**src/watchdog_aux_pkg.sv**
```systemverilog
// Package: register indices, field positions, reset values and timing for the watchdog block
package watchdog_aux_pkg;

   // ---------------------------------------------------------------
   // Register map (index on the plain register port)
   // ---------------------------------------------------------------
   localparam logic [3:0] ADDR_AUX_PIN_MODE_SELECT     = 4'h0;
   localparam logic [3:0] ADDR_WATCHDOG_CONTROL_STATUS = 4'h1;
   localparam logic [3:0] ADDR_WATCHDOG_TIMEOUT        = 4'h2;
   localparam logic [3:0] ADDR_AUX_PIN_POLARITY        = 4'h3;
   localparam logic [3:0] ADDR_AUX_PIN_LEVEL           = 4'h4;

   // ---------------------------------------------------------------
   // Control/status field positions
   // ---------------------------------------------------------------
   localparam int CTL_FIRED_BIT   = 0;
   localparam int CTL_RUN_BIT     = 1;
   localparam int CTL_RESET_EN    = 2;
   localparam int CTL_RSVD_BIT    = 3;
   localparam int CTL_SEL_LSB     = 4;
   localparam int CTL_SEL_MSB     = 6;
   localparam int CTL_IRQ_GATE    = 7;

   // ---------------------------------------------------------------
   // Mode field positions
   // ---------------------------------------------------------------
   localparam int MODE_PIN1_SLEEP   = 0;
   localparam int MODE_PIN2_WDIS    = 1;
   localparam int MODE_PIN3_WAKE    = 2;
   localparam int MODE_PIN4_WDOG    = 3;
   localparam int MODE_PIN5_CMP4    = 4;
   localparam int MODE_PIN6_CMP3    = 5;
   localparam int MODE_PIN7_CAP4    = 6;
   localparam int MODE_PIN8_CAP3    = 7;

   // ---------------------------------------------------------------
   // Reset values and control write mask
   // ---------------------------------------------------------------
   localparam logic [7:0] RST_MODE     = 8'h00;
   localparam logic [7:0] RST_CONTROL  = 8'h00;
   localparam logic [7:0] RST_TIMEOUT  = 8'h00;
   localparam logic [7:0] RST_POLARITY = 8'h00;
   localparam logic [7:0] CTL_WR_MASK  = 8'hF6;

   // ---------------------------------------------------------------
   // Timing
   // ---------------------------------------------------------------
   localparam longint CLK_HZ        = 100000000;
   localparam longint TICK_PERIOD_S = 1;
   localparam longint TICK_CYCLES   = CLK_HZ * TICK_PERIOD_S;

endpackage : watchdog_aux_pkg

```
**src/watchdog_aux.sv**
```systemverilog
// Watchdog timer with auxiliary pin mode routing
//
// Strobed register access and the register offsets were chosen for this implementation.
`timescale 1ns/100ps
`default_nettype none

// Overview of operation
// - Eight-bit timeout count in whole seconds
// - Fire whenever enabled and count is zero
// - Writing the count reloads and clears firing
// - Firing time is count minus up to one
// - Count resets to zero; enable fires at once
// - Control bit 1 enables watchdog, resets zero
// - Control bit 2 lets firing reset board
// - Control bit 7 gates the watchdog interrupt
// - Bits 6:4 select serialized interrupt number
// - Status bit 0 sticky fired flag
// - Control bit 3 ignores writes, reads zero
// - Platform reset restores control and timeout
// - Mode reset depends on power-save enable
// - Mode bit 3 drives fired indication pin
// - Mode bit 2 passes pin to wake
// - Mode bit 1 passes pin to wireless-disable
// - Mode bit 0 passes pin to sleep
// - Pin levels stay readable in alternate modes
// - Per-pin polarity bit inverts the pin
module watchdog_aux
   import watchdog_aux_pkg::*;
#(
   parameter longint TICK_CYCLES_P = TICK_CYCLES
)(
   input  wire logic        ref_clk,
   input  wire logic        rst_n,
   input  wire logic        power_on_rst_n,
   input  wire logic        power_save_enable,
   input  wire logic [3:0]  reg_addr,
   input  wire logic [7:0]  reg_wdata,
   input  wire logic        reg_wr,
   input  wire logic        reg_rd,
   output logic      [7:0]  reg_rdata,
   input  wire logic [7:0]  aux_pin_in,
   input  wire logic [7:0]  aux_gpio_out,
   input  wire logic [7:0]  aux_gpio_oe,
   output logic      [7:0]  aux_pin_out,
   output logic      [7:0]  aux_pin_oe,
   output logic      [7:0]  aux_pin_level,
   input  wire logic        compare_output_ch3,
   input  wire logic        compare_output_ch4,
   output logic             capture_input_ch3,
   output logic             capture_input_ch4,
   output logic             wake_n,
   output logic             wireless_disable_n,
   output logic             sleep_n,
   output logic             board_reset_req,
   output logic             irq_request,
   output logic      [3:0]  irq_number
);

   // ---------------------------------------------------------------
   // Registers
   // ---------------------------------------------------------------
   logic [7:0]  aux_pin_mode_select;
   logic [7:0]  aux_pin_polarity;
   logic [7:0]  watchdog_timeout_seconds;
   logic        interrupt_gate;
   logic [2:0]  interrupt_number_select;
   logic        reset_on_fire;
   logic        watchdog_run;
   logic        watchdog_fired_flag;
   logic [31:0] tick_count;

   // ---------------------------------------------------------------
   // Decode
   // ---------------------------------------------------------------
   wire logic wr_mode    = reg_wr && (reg_addr == ADDR_AUX_PIN_MODE_SELECT);
   wire logic wr_ctl     = reg_wr && (reg_addr == ADDR_WATCHDOG_CONTROL_STATUS);
   wire logic wr_timeout = reg_wr && (reg_addr == ADDR_WATCHDOG_TIMEOUT);
   wire logic wr_pol     = reg_wr && (reg_addr == ADDR_AUX_PIN_POLARITY);
   wire logic tick       = (tick_count == 32'(TICK_CYCLES_P - 1));
   wire logic fire_now   = watchdog_run && (watchdog_timeout_seconds == 8'h00);
   wire logic run_next   = wr_ctl ? reg_wdata[CTL_RUN_BIT] : watchdog_run;
   wire logic [7:0] ctl_read = {interrupt_gate, interrupt_number_select, 1'b0,
                                reset_on_fire, watchdog_run, watchdog_fired_flag};
   // Mode register keeps its value across platform reset while power save is on
   wire logic mode_rst   = !power_on_rst_n || (!rst_n && !power_save_enable);

   // ---------------------------------------------------------------
   // One-second prescaler, free running
   // ---------------------------------------------------------------
   always_ff @(posedge ref_clk) begin
      if (!rst_n || tick) begin
         tick_count <= 32'h0;
      end else begin
         tick_count <= tick_count + 32'h1;
      end
   end

   // ---------------------------------------------------------------
   // Timeout count
   // ---------------------------------------------------------------
   always_ff @(posedge ref_clk) begin
      if (!rst_n) begin
         watchdog_timeout_seconds <= RST_TIMEOUT;
      end else if (wr_timeout) begin
         watchdog_timeout_seconds <= reg_wdata;
      end else if (tick && watchdog_run && (watchdog_timeout_seconds != 8'h00)) begin
         watchdog_timeout_seconds <= watchdog_timeout_seconds - 8'h01;
      end
   end

   // ---------------------------------------------------------------
   // Control bits
   // ---------------------------------------------------------------
   always_ff @(posedge ref_clk) begin
      if (!rst_n) begin
         interrupt_gate          <= RST_CONTROL[CTL_IRQ_GATE];
         interrupt_number_select <= RST_CONTROL[CTL_SEL_MSB:CTL_SEL_LSB];
         reset_on_fire           <= RST_CONTROL[CTL_RESET_EN];
         watchdog_run            <= RST_CONTROL[CTL_RUN_BIT];
      end else if (wr_ctl) begin
         interrupt_gate          <= reg_wdata[CTL_IRQ_GATE];
         interrupt_number_select <= reg_wdata[CTL_SEL_MSB:CTL_SEL_LSB];
         reset_on_fire           <= reg_wdata[CTL_RESET_EN];
         watchdog_run            <= reg_wdata[CTL_RUN_BIT];
      end
   end

   // ---------------------------------------------------------------
   // Sticky fired flag; a clear in the firing cycle wins
   // ---------------------------------------------------------------
   always_ff @(posedge ref_clk) begin
      if (!rst_n) begin
         watchdog_fired_flag <= RST_CONTROL[CTL_FIRED_BIT];
      end else if (fire_now && run_next && !wr_timeout) begin
         watchdog_fired_flag <= 1'b1;
      end else if (wr_timeout || !run_next) begin
         watchdog_fired_flag <= 1'b0;
      end
   end

   // ---------------------------------------------------------------
   // Auxiliary pin mode and polarity
   // ---------------------------------------------------------------
   always_ff @(posedge ref_clk) begin
      if (mode_rst) begin
         aux_pin_mode_select <= RST_MODE;
         aux_pin_polarity    <= RST_POLARITY;
      end else begin
         if (wr_mode) begin
            aux_pin_mode_select <= reg_wdata;
         end
         if (wr_pol) begin
            aux_pin_polarity <= reg_wdata;
         end
      end
   end

   // ---------------------------------------------------------------
   // Read port
   // ---------------------------------------------------------------
   wire logic [7:0] rd_mux = (reg_addr == ADDR_AUX_PIN_MODE_SELECT)     ? aux_pin_mode_select :
                             (reg_addr == ADDR_WATCHDOG_CONTROL_STATUS) ? ctl_read :
                             (reg_addr == ADDR_WATCHDOG_TIMEOUT)        ? watchdog_timeout_seconds :
                             (reg_addr == ADDR_AUX_PIN_POLARITY)        ? aux_pin_polarity :
                             (reg_addr == ADDR_AUX_PIN_LEVEL)           ? aux_pin_level :
                             8'h00;

   always_ff @(posedge ref_clk) begin
      if (!rst_n) begin
         reg_rdata <= 8'h00;
      end else if (reg_rd) begin
         reg_rdata <= rd_mux;
      end else begin
         reg_rdata <= 8'h00;
      end
   end

   // ---------------------------------------------------------------
   // Interrupt and board reset
   // ---------------------------------------------------------------
   logic [3:0] irq_map;
   always_comb begin
      unique case (interrupt_number_select)
         3'h0: irq_map = 4'h3;
         3'h1: irq_map = 4'h4;
         3'h2: irq_map = 4'h5;
         3'h3: irq_map = 4'hA;
         3'h4: irq_map = 4'h6;
         3'h5: irq_map = 4'h7;
         3'h6: irq_map = 4'h9;
         3'h7: irq_map = 4'hB;
      endcase
   end

   always_ff @(posedge ref_clk) begin
      if (!rst_n) begin
         irq_request     <= 1'b0;
         irq_number      <= 4'h3;
         board_reset_req <= 1'b0;
      end else begin
         irq_request     <= watchdog_fired_flag && interrupt_gate;
         irq_number      <= irq_map;
         board_reset_req <= watchdog_fired_flag && reset_on_fire;
      end
   end

   // ---------------------------------------------------------------
   // Pin routing; polarity applies in both directions
   // ---------------------------------------------------------------
   wire logic [7:0] pin_logic = aux_pin_in ^ aux_pin_polarity;
   wire logic [7:0] m = aux_pin_mode_select;
   logic [7:0] drive_val;
   logic [7:0] drive_oe;

   always_comb begin
      drive_val = aux_gpio_out;
      drive_oe  = aux_gpio_oe;
      drive_oe[MODE_PIN8_CAP3] = m[MODE_PIN8_CAP3] ? 1'b0 : aux_gpio_oe[MODE_PIN8_CAP3];
      drive_oe[MODE_PIN7_CAP4] = m[MODE_PIN7_CAP4] ? 1'b0 : aux_gpio_oe[MODE_PIN7_CAP4];
      if (m[MODE_PIN6_CMP3]) begin
         drive_val[MODE_PIN6_CMP3] = compare_output_ch3;
         drive_oe[MODE_PIN6_CMP3]  = 1'b1;
      end
      if (m[MODE_PIN5_CMP4]) begin
         drive_val[MODE_PIN5_CMP4] = compare_output_ch4;
         drive_oe[MODE_PIN5_CMP4]  = 1'b1;
      end
      if (m[MODE_PIN4_WDOG]) begin
         drive_val[MODE_PIN4_WDOG] = watchdog_fired_flag;
         drive_oe[MODE_PIN4_WDOG]  = 1'b1;
      end
      drive_oe[MODE_PIN3_WAKE]  = m[MODE_PIN3_WAKE]  ? 1'b0 : aux_gpio_oe[MODE_PIN3_WAKE];
      drive_oe[MODE_PIN2_WDIS]  = m[MODE_PIN2_WDIS]  ? 1'b0 : aux_gpio_oe[MODE_PIN2_WDIS];
      drive_oe[MODE_PIN1_SLEEP] = m[MODE_PIN1_SLEEP] ? 1'b0 : aux_gpio_oe[MODE_PIN1_SLEEP];
   end

   // Fired level 1 becomes the low pin of mode bit 3 unless the pin is inverted; other pins drive level 1 high unless inverted
   always_ff @(posedge ref_clk) begin
      if (mode_rst) begin
         aux_pin_out        <= 8'h00;
         aux_pin_oe         <= 8'h00;
         capture_input_ch3  <= 1'b0;
         capture_input_ch4  <= 1'b0;
         wake_n             <= 1'b1;
         wireless_disable_n <= 1'b1;
         sleep_n            <= 1'b1;
         aux_pin_level      <= 8'h00;
      end else begin
         aux_pin_out        <= drive_val ^ aux_pin_polarity ^
                               (m[MODE_PIN4_WDOG] ? 8'h08 : 8'h00);
         aux_pin_oe         <= drive_oe;
         capture_input_ch3  <= m[MODE_PIN8_CAP3] & pin_logic[MODE_PIN8_CAP3];
         capture_input_ch4  <= m[MODE_PIN7_CAP4] & pin_logic[MODE_PIN7_CAP4];
         wake_n             <= !(m[MODE_PIN3_WAKE] & !pin_logic[MODE_PIN3_WAKE]);
         wireless_disable_n <= !(m[MODE_PIN2_WDIS] & !pin_logic[MODE_PIN2_WDIS]);
         sleep_n            <= !(m[MODE_PIN1_SLEEP] & !pin_logic[MODE_PIN1_SLEEP]);
         aux_pin_level      <= pin_logic;
      end
   end

   // ---------------------------------------------------------------
   // Checks
   // ---------------------------------------------------------------
   AST_FIRE_SETS_FLAG: assert property (@(posedge ref_clk) disable iff (!rst_n)
      fire_now && !wr_ctl && !wr_timeout |=> watchdog_fired_flag)
      else $error("fired flag not set on zero count");
   AST_WRITE_RELOADS: assert property (@(posedge ref_clk) disable iff (!rst_n)
      wr_timeout |=> watchdog_timeout_seconds == $past(reg_wdata) && !watchdog_fired_flag)
      else $error("timeout write did not reload");
   AST_DISABLE_CLEARS: assert property (@(posedge ref_clk) disable iff (!rst_n)
      wr_ctl && !reg_wdata[CTL_RUN_BIT] |=> !watchdog_fired_flag && !watchdog_run)
      else $error("disable did not clear flag");
   AST_TICK_DECREMENTS: assert property (@(posedge ref_clk) disable iff (!rst_n)
      tick && watchdog_run && watchdog_timeout_seconds != 8'h00 && !wr_timeout
      |=> watchdog_timeout_seconds == $past(watchdog_timeout_seconds) - 8'h01)
      else $error("count did not decrement on tick");
   AST_HOLD_NO_TICK: assert property (@(posedge ref_clk) disable iff (!rst_n)
      !tick && !wr_timeout |=> $stable(watchdog_timeout_seconds))
      else $error("count moved without a tick");
   AST_BOARD_RESET: assert property (@(posedge ref_clk) disable iff (!rst_n)
      watchdog_fired_flag && reset_on_fire ##1 1'b1 |-> board_reset_req || !$past(rst_n))
      else $error("board reset missing");
   AST_IRQ_GATED: assert property (@(posedge ref_clk) disable iff (!rst_n)
      !interrupt_gate ##1 !$past(wr_ctl) |-> !irq_request)
      else $error("interrupt while gated");
   AST_RSVD_ZERO: assert property (@(posedge ref_clk) disable iff (!rst_n)
      reg_rd && reg_addr == ADDR_WATCHDOG_CONTROL_STATUS |=> !reg_rdata[CTL_RSVD_BIT])
      else $error("reserved bit read as one");
   AST_WDOG_PIN: assert property (@(posedge ref_clk) disable iff (!rst_n)
      m[MODE_PIN4_WDOG] && $stable(m) |=> aux_pin_oe[MODE_PIN4_WDOG])
      else $error("fired pin not driven");

endmodule : watchdog_aux

`default_nettype wire

```
**config.mk**
```make
export PLATFORM = sky130hd
export DESIGN_NAME = watchdog_aux
export DESIGN_NICKNAME = d
export VERILOG_FILES = /design/src/watchdog_aux_pkg.sv /design/src/watchdog_aux.sv
export SDC_FILE = /design/constraint.sdc
export NUM_CORES = 1
export LEC_CHECK = 0
export BUFFER_PORTS_ARGS = -buffer_cell sky130_fd_sc_hd__buf_2
export CORE_MARGIN = 2
export CORE_UTILIZATION = 40
export DETAILED_ROUTE_END_ITERATION = 10
export MAX_ROUTING_LAYER = met4
export PLACE_DENSITY = 0.61
export SETUP_SLACK_MARGIN = 0.4
export SYNTH_ARGS = -nofsm -noshare
export SYNTH_HDL_FRONTEND = slang
export SYNTH_SLANG_ARGS = --single-unit
```
**constraint.sdc**
```tcl
create_clock -name ref_clk -period 3.35 [get_ports ref_clk]
set_clock_uncertainty 0.15 [all_clocks]
set_input_delay 0 -clock ref_clk [delete_from_list [all_inputs] [get_ports ref_clk]]
set_output_delay 0 -clock ref_clk [all_outputs]
set_load 0.1 [all_outputs]
```
==> flow_metrics.py, run 1 <==
metrics = {
    "sta": {
        "drv_slew": 0,
        "fmax_mhz": 403,
        "worst_pin_slew_ns": 0.875,
        "fin_setup_tns_ns": 0,
        "rsz0062_at_grt": "no",
        "period_needed_ns": 2.48,
        "max_slew_margin_pct": 41.2,
        "setup_viol": 0,
        "min_period_over_period_pct": 74.1,
        "finalHoldViolCount": 0,
    },
    "power": {
        "design_power_total_mw": 2.35,
        "p_sw_mw": 0.687,
        "ir_drop_uv": 328,
        "powerDensity_mw_per_mm2": 410,
        "pwr-share-comb_pct": 13.6,
        "power_leakage_nw": 2.38,
        "p_sw_share_pct": 29.2,
        "power.share.sequential_pct": 55.2,
        "intPower_mw": 1.66,
        "p_clk_share_pct": 31.2,
    },
    "setup_path": {
        "reg2reg_to": "watchdog_timeout_seconds[5]",
        "r2r-start": "tick_count[0]",
        "crit_fanout": 14,
        "max_stage_delay_ns": 0.46,
        "path_buf_inv": 0,
        "crit_family": "simple AND/OR/NAND/NOR gates",
        "cpMostUsedCell": "or3_4",
        "endpoint_kind": "flop",
        "crit_required_ns": 3.47,
        "worst_path_max_delay_cell": "or3_4",
        "crit_arrival_ns": 2.60,
        "crit_type": "reg -> reg",
        "cp_cell_sequence": "ha_1 > nand3_1 > or3_4 > or3_4 > o311a_2 > a221o_1",
        "reg2reg_slack_ns": 0.87,
        "startpoint_type": "flop",
        "rr_worst_depth": 6,
    },
    "cts": {
        "clock_sinks": 106,
        "cts_tree": "built",
        "clock_latency_ns": 0.38,
        "clk_transition_reported_paths_ns": 0.10,
        "cts_root_buffer": "clkbuf_8",
        "cts_buffers": 9,
        "post-cts-setup-buffers": 0,
        "ctsResizeCount": 0,
        "clockBufferDepth": 2,
        "cts_max_level": 3,
    },
    "synth": {
        "synthArstFlopShare_pct": 0,
        "ys_warn_count": 0,
        "synth_area_mm2": 0.00447,
        "synthCells": 484,
        "ys_seq_area_share_pct": 47.5,
        "yosys.area.top_type": "dfxtp_1",
        "synth_cell_types": 47,
        "synth-edff-count": 0,
        "synth_area_leaders": "dfxtp_1 (47%), nor2_1 (7.5%), mux2i_1 (4.3%), xnor2_1 (4.1%), xor2_1 (4.1%)",
        "synth_top_area_share_pct": 47.5,
        "ys_ff_latch": 106,
        "synth_ff_type": "dfxtp_1",
        "syn_avg_cell_area_um2": 9.24,
        "synth_nets": 534,
    },
    "global_routing": {
        "grt_usage_pct": 20.6,
        "grt_max_degree": 28,
        "grt_pass1_wl_um": 18500,
        "grt_pass1_vias": 3699,
        "antenna_found_initial": 0,
        "overflow": 0,
    },
    "final_layout": {
        "fin_nets": 671,
        "drive_gt1_share_pct": 20.4,
        "syn_to_final_growth_pct": 28.2,
        "final_util_pct": 52.7,
        "final.fill_count": 989,
        "antennaDiodeCount": 0,
    },
    "min_path": {
        "hold_path.class": "in -> reg",
        "min_to": "reg_rdata[2]",
        "hp-start": "reg_addr[1]",
        "holdPathStages": 4,
    },
    "routing": {
        "avgViaCountPerCell": 5.13,
        "drcViolationCount": 0,
        "via_count": 3929,
        "route.final.wire_length_um": 11500,
        "first_pass_iters": 5,
        "final_antenna_net_count": 0,
        "drt-initial-drc-count": 251,
        "wl_per_cell_um": 15.0,
    },
    "floorplanning": {
        "die_h_um": 110,
        "die-width_um": 110,
        "start_util_pct": 41.1,
        "io_pins": 87,
        "dieArea_mm2": 0.0120,
        "core_mm2": 0.0109,
        "rows": 38,
    },
    "run_status": {
        "status": "finished, final reports clean",
    },
    "flow_run": {
        "max-cap-violations": 0,
    },
    "placed_design": {
        "routabilityCongestion": 0.861,
        "portBuffers": 86,
        "hpwl_um": 7990,
    },
}
-- layer usage --
metal  track usage [%]  share of wire [%]  vias up
met5                 -                  0        -
met4              6.78                1.8        0
met3              4.33                4.9       15
met2              33.9                 48      109
met1              25.1                 45     1835
li1                  -                  -     1970
-- placed cells by master (no fill, tap or decap), drive strengths merged, types with 9 or more instances in the layout --
cell type / n
buf: 92
a21oi: 15
nand3: 28
xor2: 21
and3: 9
xnor2: 21
nor3: 10
o21ai: 11
inv: 14
dlygate4sd3: 52
nor2: 89
dfxtp: 106
nand2: 34
nand4: 13
clkbuf: 10
mux2i: 19
-- kinds of logic (layout without fill, tap and decap cells) --
logic type	count (synthesis)	count (layout)	share of synthesized area (%)
compound gates	57	57	9.29
xor+xnor	42	42	8.23
fa+ha+maj	6	6	1.68
buf+inv	30	172	3.19
flops	106	106	47.5
mux	26	26	6.02
simple gates	217	217	24.1
-- final cells by class --
cell class / instances / area [um2] / area share [%]
Sequential cell: 106 / 2120 / 37.0
Inverter: 12 / 45.0 / 0.786
Clock buffer: 10 / 128 / 2.23
Timing Repair Buffer: 144 / 996 / 17.4
Multi-Input combinational cell: 348 / 2220 / 38.7
Tap cell: 140 / 175 / 3.06
Clock inverter: 6 / 51.3 / 0.895
-- worst register-to-register path: stages, from the launching register on --
cell and delay, ns:
dfxtp_1 0.39, ha_1 0.21, nand3_1 0.10, or3_4 0.39
or3_4 0.46, o311a_2 0.42, a221o_1 0.25
-- synthesized netlist by cell type, types with 8 or more instances --
master    instances
dfxtp_1         106
inv_1            12
a21oi_1          15
o21ai_0           9
nand2_1          34
nand4_1          13
nand3_1          28
and3_1            8
xor2_1           21
clkbuf_1         13
xnor2_1          21
nor3_1            9
nor2_1           89
mux2i_1          19
-- through the flow --
stage               setup WS [ns]  cell area (um2)  cells  hold WS (ns)
floorplan                    1.03             4470    484       -0.0342
global placement            0.912             5030    698        0.0536
detailed placement          0.870             5030    698        0.0682
CTS                         0.852             5730    766        0.0329
global route                0.758             5730    766        0.0801
finish                      0.869             5730    766        0.0537
-- sequential cells by signal, indices dropped and copies added, names as in the netlist, 3 cells and up --
register / count
aux_pin_out: 8
watchdog_timeout_seconds: 8
aux_pin_level: 8
aux_pin_polarity: 8
interrupt_number_select: 3
aux_pin_mode_select: 8
reg_rdata: 8
irq_number: 4
aux_pin_oe: 8
tick_count: 32
-- power groups by stage --
stage               Clock (mW)  Sequential (mW)  Combinational (mW)
floorplan                    0             1.45              0.0802
global placement             0             1.33               0.271
detailed placement           0             1.33               0.274
CTS                      0.760             1.30               0.318
global route             0.809             1.30               0.341
finish                   0.733             1.30               0.319
-- how the worst max path moves through the flow --
stage,start,end,slack (ns),cells past startpoint
finish,tick_count[0],watchdog_timeout_seconds[5],0.87,6
global route,tick_count[0],watchdog_timeout_seconds[7],0.76,6
CTS,tick_count[0],watchdog_timeout_seconds[7],0.85,6
detailed placement,tick_count[0],watchdog_timeout_seconds[5],0.87,6
global placement,tick_count[0],watchdog_timeout_seconds[3],0.91,6
floorplan,tick_count[0],watchdog_timeout_seconds[0],1.03,7
-- what timing repair did --
item,in CTS,in global routing
hold buffers,52,0
hold endpoints to repair,72,0
setup endpoints to repair,0,0
(Power assumes the default switching activity.)
==> run 2, diff against run 1 <==
--- a/config.mk
+++ b/config.mk
@@ -10,7 +10,7 @@
 export CORE_UTILIZATION = 40
 export DETAILED_ROUTE_END_ITERATION = 10
 export MAX_ROUTING_LAYER = met4
-export PLACE_DENSITY = 0.61
+export PLACE_DENSITY = 0.63
 export SETUP_SLACK_MARGIN = 0.4
 export SYNTH_ARGS = -nofsm -noshare
 export SYNTH_HDL_FRONTEND = slang
==> constraint.sdc (replaced) <==
create_clock -name ref_clk -period 2.1 [get_ports ref_clk]
set_clock_uncertainty 0.15 [all_clocks]
set_input_delay 0 -clock ref_clk [delete_from_list [all_inputs] [get_ports ref_clk]]
set_output_delay 0 -clock ref_clk [all_outputs]
set_load 0.1 [all_outputs]
==> flow_metrics.py, run 2 (synthesis gave the netlist of run 1 again) <==
metrics = {
    "floorplanning": {
        "core_mm2": 0.0109,
        "io_pins": 87,
        "die_h_um": 110,
        "dieArea_mm2": 0.0120,
        "start_util_pct": 41.1,
        "rows": 38,
        "die-width_um": 110,
    },
    "sta": {
        "finalHoldViolCount": 0,
        "rsz0062_at_grt": "yes",
        "max_slew_margin_pct": 45.7,
        "period_needed_ns": 2.20,
        "fin_ws_ns": -0.104,
        "setup_viol": 34,
        "drv_slew": 0,
        "fmax_mhz": 454,
        "worst_pin_slew_ns": 0.814,
        "min_period_over_period_pct": 105,
    },
    "power": {
        "power_leakage_nw": 2.82,
        "ir_drop_uv": 481,
        "powerDensity_mw_per_mm2": 586,
    },
    "cts": {
        "cts_buffers": 9,
        "cts_root_buffer": "clkbuf_8",
        "clock_latency_ns": 0.39,
        "clk_transition_reported_paths_ns": 0.09,
        "clock_sinks": 106,
        "cts_tree": "built",
        "clockBufferDepth": 2,
        "cts_max_level": 3,
    },
    "routing": {
        "route.final.wire_length_um": 12600,
        "drcViolationCount": 0,
        "via_count": 4294,
        "wl_per_cell_um": 15.2,
        "final_antenna_net_count": 0,
        "first_pass_iters": 5,
        "avgViaCountPerCell": 5.16,
        "drt-initial-drc-count": 220,
    },
    "final_layout": {
        "finalNonFillerCells": 832,
        "largest_register_ffs": 32,
        "final_common_cell": "dfxtp_1",
        "drive_gt1_share_pct": 32.1,
        "final_cell_mix": "dfxtp_1 (96), buf_2 (86), nor2_1 (84), buf_4 (58), dlygate4sd3_1 (55)",
        "largest-register": "tick_count",
        "design_area_mm2": 0.00647,
        "fin_nets": 737,
        "antennaDiodeCount": 0,
        "syn_to_final_growth_pct": 44.7,
        "final_util_pct": 59.4,
    },
    "placed_design": {
        "hpwl_um": 8490,
        "routabilityCongestion": 0.839,
        "dp_cells": 745,
        "portBuffers": 86,
        "dpl_cell_area_mm2": 0.00545,
        "pre_cts_slack_ns": -0.235,
    },
    "setup_path": {
        "crit_type": "reg -> reg",
        "startpoint_type": "flop",
        "path_buf_inv": 0,
        "max_stage_delay_ns": 0.42,
        "cp_cell_sequence": "ha_4 > nand3_2 > or3_4 > or3_4 > o311a_4 > a221o_1",
        "crit_required_ns": 2.23,
        "crit_arrival_ns": 2.33,
        "cpMostUsedCell": "or3_4",
        "crit_fanout": 5,
        "crit_family": "simple AND/OR/NAND/NOR gates",
        "endpoint_kind": "flop",
        "worst_path_max_delay_cell": "or3_4",
    },
    "run_status": {
        "status": "finished, violations left",
        "violations": "negative setup slack",
    },
    "min_path": {
        "hold_path.class": "in -> reg",
    },
    "global_routing": {
        "grt_pass1_wl_um": 20200,
        "grt_max_degree": 29,
        "grt_pass1_vias": 4170,
        "grt_usage_pct": 22.7,
        "antenna_found_initial": 0,
        "overflow": 0,
    },
    "flow_run": {
        "max-cap-violations": 0,
    },
}
-- run 2: changes by cell type in the layout (fill, tap and decap cells not counted), moves of 4 or more --
| cell | previous run | this run |
|---|---|---|
| dfxtp_2 | 0 | 8 |
| buf_6 | 0 | 9 |
| nor2_1 | 89 | 84 |
| nor2_2 | 0 | 4 |
| buf_4 | 6 | 58 |
| dfxtp_1 | 106 | 96 |
-- run 2: worst min-delay path, stage by stage --
cell and delay [ns]:
buf_2 0.22, a22o_1 0.18, a222oi_1 0.06, nor2_1 0.08
-- run 2: power breakdown --
group	internal, mW	switching, mW	total (mW)
combinational	0.206	0.375	0.580
sequential	2.05	0.0227	2.07
clock	0.441	0.699	1.14
-- run 2: final timing paths --
path	end	start	cells past startpoint	slack [ns]
worst max-delay path	watchdog_timeout_seconds[5]	tick_count[0]	6	-0.10
worst min-delay path	reg_rdata[2]	reg_addr[1]	4	0.04
worst max register to register	watchdog_timeout_seconds[5]	tick_count[0]	6	-0.10
worst min register to register	wake_n	aux_pin_mode_select[2]	1	0.32
-- run 2: layout make-up --
class	instances	area (um2)
fill	953	4420
multi-input combinational	349	2400
sequential	106	2140
timing repair buffer	209	1540
tap	140	175
clock buffer	11	131
inverter	12	45.0
clock inverter	5	38.8
-- run 2: metrics by stage --
step	setup TNS, ns	total power [mW]	hold WS [ns]
after floorplan	-3.91	2.45	-0.0342
after global placement	-4.67	2.58	0.0527
after detailed placement	-6.01	2.59	0.0613
after CTS	-2.43	3.81	0.0140
after global routing	-5.79	3.95	0.0645
final	-3.00	3.79	0.0413
-- run 2: routing by layer --
| layer | global-route usage [%] | routed length [um] | up-vias |
|---|---|---|---|
| met5 | - | 0 | - |
| met4 | 7.14 | 204 | 0 |
| met3 | 5.39 | 650 | 17 |
| met2 | 40.7 | 6460 | 117 |
| met1 | 24.7 | 5320 | 2048 |
| li1 | - | - | 2112 |
-- run 2: repair_timing --
action                                  in CTS  in global routing
endpoints found under the setup margin      40                 75
cloned                                       2                  0
pin swaps                                   24                 10
hold buffers                                55                  1
resized for setup                           24                 21
buffers inserted                             7                  7
endpoints found under the hold margin       98                 34
==> run 3, diff against run 2 <==
--- a/config.mk
+++ b/config.mk
@@ -7,10 +7,10 @@
 export LEC_CHECK = 0
 export BUFFER_PORTS_ARGS = -buffer_cell sky130_fd_sc_hd__buf_2
 export CORE_MARGIN = 2
-export CORE_UTILIZATION = 40
+export CORE_UTILIZATION = 49
 export DETAILED_ROUTE_END_ITERATION = 10
 export MAX_ROUTING_LAYER = met4
-export PLACE_DENSITY = 0.63
+export PLACE_DENSITY = 0.75
 export SETUP_SLACK_MARGIN = 0.4
 export SYNTH_ARGS = -nofsm -noshare
 export SYNTH_HDL_FRONTEND = slang
==> flow_metrics.py, run 3 (synthesis gave the netlist of run 1 again) <==
metrics = {
    "run_status": {
        "status": "finished, violations left",
        "violations": "negative setup slack",
    },
    "routing": {
        "first_pass_iters": 6,
        "final_antenna_net_count": 0,
        "via_count": 4402,
        "drt-initial-drc-count": 232,
        "avgViaCountPerCell": 5.56,
        "drcViolationCount": 0,
        "route.final.wire_length_um": 13300,
        "wl_per_cell_um": 16.8,
    },
    "sta": {
        "rsz0062_at_grt": "yes",
        "whs_ns": 0.0234,
        "fmax_mhz": 448,
        "worst_pin_slew_ns": 0.811,
        "period_needed_ns": 2.23,
        "max_slew_margin_pct": 46.0,
        "drv_slew": 0,
        "min_period_over_period_pct": 106,
        "fin_ws_ns": -0.133,
        "setup_viol": 36,
        "finalHoldViolCount": 0,
    },
    "final_layout": {
        "multi_input_area_mm2": 0.00238,
        "finalNonFillerCells": 792,
        "final.fill_count": 584,
        "antennaDiodeCount": 0,
        "drive_gt1_share_pct": 31.1,
        "syn_to_final_growth_pct": 42.2,
        "largest_register_ffs": 32,
        "fin_nets": 730,
        "final_cell_mix": "dfxtp_1 (98), nor2_1 (89), buf_2 (86), buf_4 (56), dlygate4sd3_1 (49)",
        "final_common_cell": "dfxtp_1",
        "regArea_mm2": 0.00213,
        "largest-register": "tick_count",
    },
    "min_path": {
        "hold_path.class": "in -> reg",
    },
    "cts": {
        "cts_buffers": 9,
        "clock_latency_ns": 0.38,
        "clk_transition_reported_paths_ns": 0.10,
        "clock_sinks": 106,
        "cts_max_level": 3,
        "clockBufferDepth": 2,
        "cts_tree": "built",
        "cts_root_buffer": "clkbuf_8",
    },
    "flow_run": {
        "max-cap-violations": 0,
    },
    "setup_path": {
        "endpoint_kind": "flop",
        "startpoint_type": "flop",
        "crit_required_ns": 2.25,
        "crit_arrival_ns": 2.39,
        "crit_fanout": 5,
        "crit_type": "reg -> reg",
    },
    "power": {
        "powerDensity_mw_per_mm2": 601,
        "power_leakage_nw": 2.79,
        "ir_drop_uv": 361,
    },
    "floorplanning": {
        "die_h_um": 99.5,
        "io_pins": 87,
        "die-width_um": 99.5,
        "start_util_pct": 51.0,
        "core_mm2": 0.00876,
        "rows": 34,
        "dieArea_mm2": 0.00990,
    },
    "global_routing": {
        "grt_pass1_vias": 4246,
        "grt_usage_pct": 27.1,
        "grt_max_degree": 31,
        "grt_pass1_wl_um": 20800,
        "overflow": 0,
        "antenna_found_initial": 0,
    },
    "placed_design": {
        "hpwl_um": 8420,
        "portBuffers": 86,
        "routabilityCongestion": 0.849,
        "dp_cells": 711,
    },
}
[run 3: cell types whose count changed in the layout (fill, tap and decap cells not counted), sizes merged]
| cell | previous run | this run |
|---|---|---|
| buf | 154 | 153 |
| dlygate4sd3 | 55 | 49 |
| clkinvlp | 1 | 2 |
| clkbuf | 11 | 9 |
[run 3: area by class of cell]
type,count,share of cell area (%)
multi-input cells,349,37.5
flip-flops and latches,106,33.6
repair buffers,202,23.3
well taps,108,2.13
clock buffers,9,1.95
clock inverters,6,0.827
inverters,12,0.709
[run 3: worst max-delay path: stages (launching register included)]
cell and delay [ns]:
dfxtp_2 0.37, ha_4 0.15, nand3_2 0.06, or3_4 0.39, or3_4 0.43, or4b_1 0.51, o211ai_1 0.11
[run 3: final timing paths]
kind / from / end / slack [ns] / cells after the start
setup / recovery: tick_count[0] / watchdog_timeout_seconds[4] / -0.13 / 6
hold / removal: reg_addr[3] / reg_rdata[3] / 0.02 / 5
setup reg to reg: tick_count[0] / watchdog_timeout_seconds[4] / -0.13 / 6
hold reg to reg: aux_pin_mode_select[7] / aux_pin_mode_select[7] / 0.36 / 2
[run 3: timing repair]
item | CTS | global route
setup buffers | 7 | 9
pin swaps | 13 | 11
setup endpoints to repair | 40 | 79
cloned | 1 | 0
resized for setup | 19 | 15
hold buffers | 48 | 3
hold endpoints to repair | 97 | 11
[run 3: per-layer routing]
layer / up-vias / global-route usage, % / share of wire, %
li1: 2104 / - / -
met1: 2086 / 32.6 / 41
met2: 176 / 45.5 / 50
met3: 36 / 4.22 / 6.1
met4: 0 / 10.9 / 3.1
met5: - / - / 0
[run 3: power breakdown]
part	internal (mW)	leakage (nW)	total [mW]	switching (mW)
Sequential	2.05	0.864	2.07	0.0231
Clock	0.442	0.0838	1.18	0.742
Combinational	0.193	1.85	0.566	0.373
[run 3: through the flow]
stage	setup TNS [ns]	worst slack, ns	power (mW)	area [um2]	util, %
CTS	-2.83	-0.116	3.80	6210	70.9
finish	-3.48	-0.133	3.82	6360	72.5
detailed placement	-5.26	-0.238	2.59	5410	61.7
global route	-9.58	-0.296	3.95	6360	72.5
global placement	-3.92	-0.209	2.58	5410	61.7
floorplan	-3.91	-0.169	2.45	4520	-
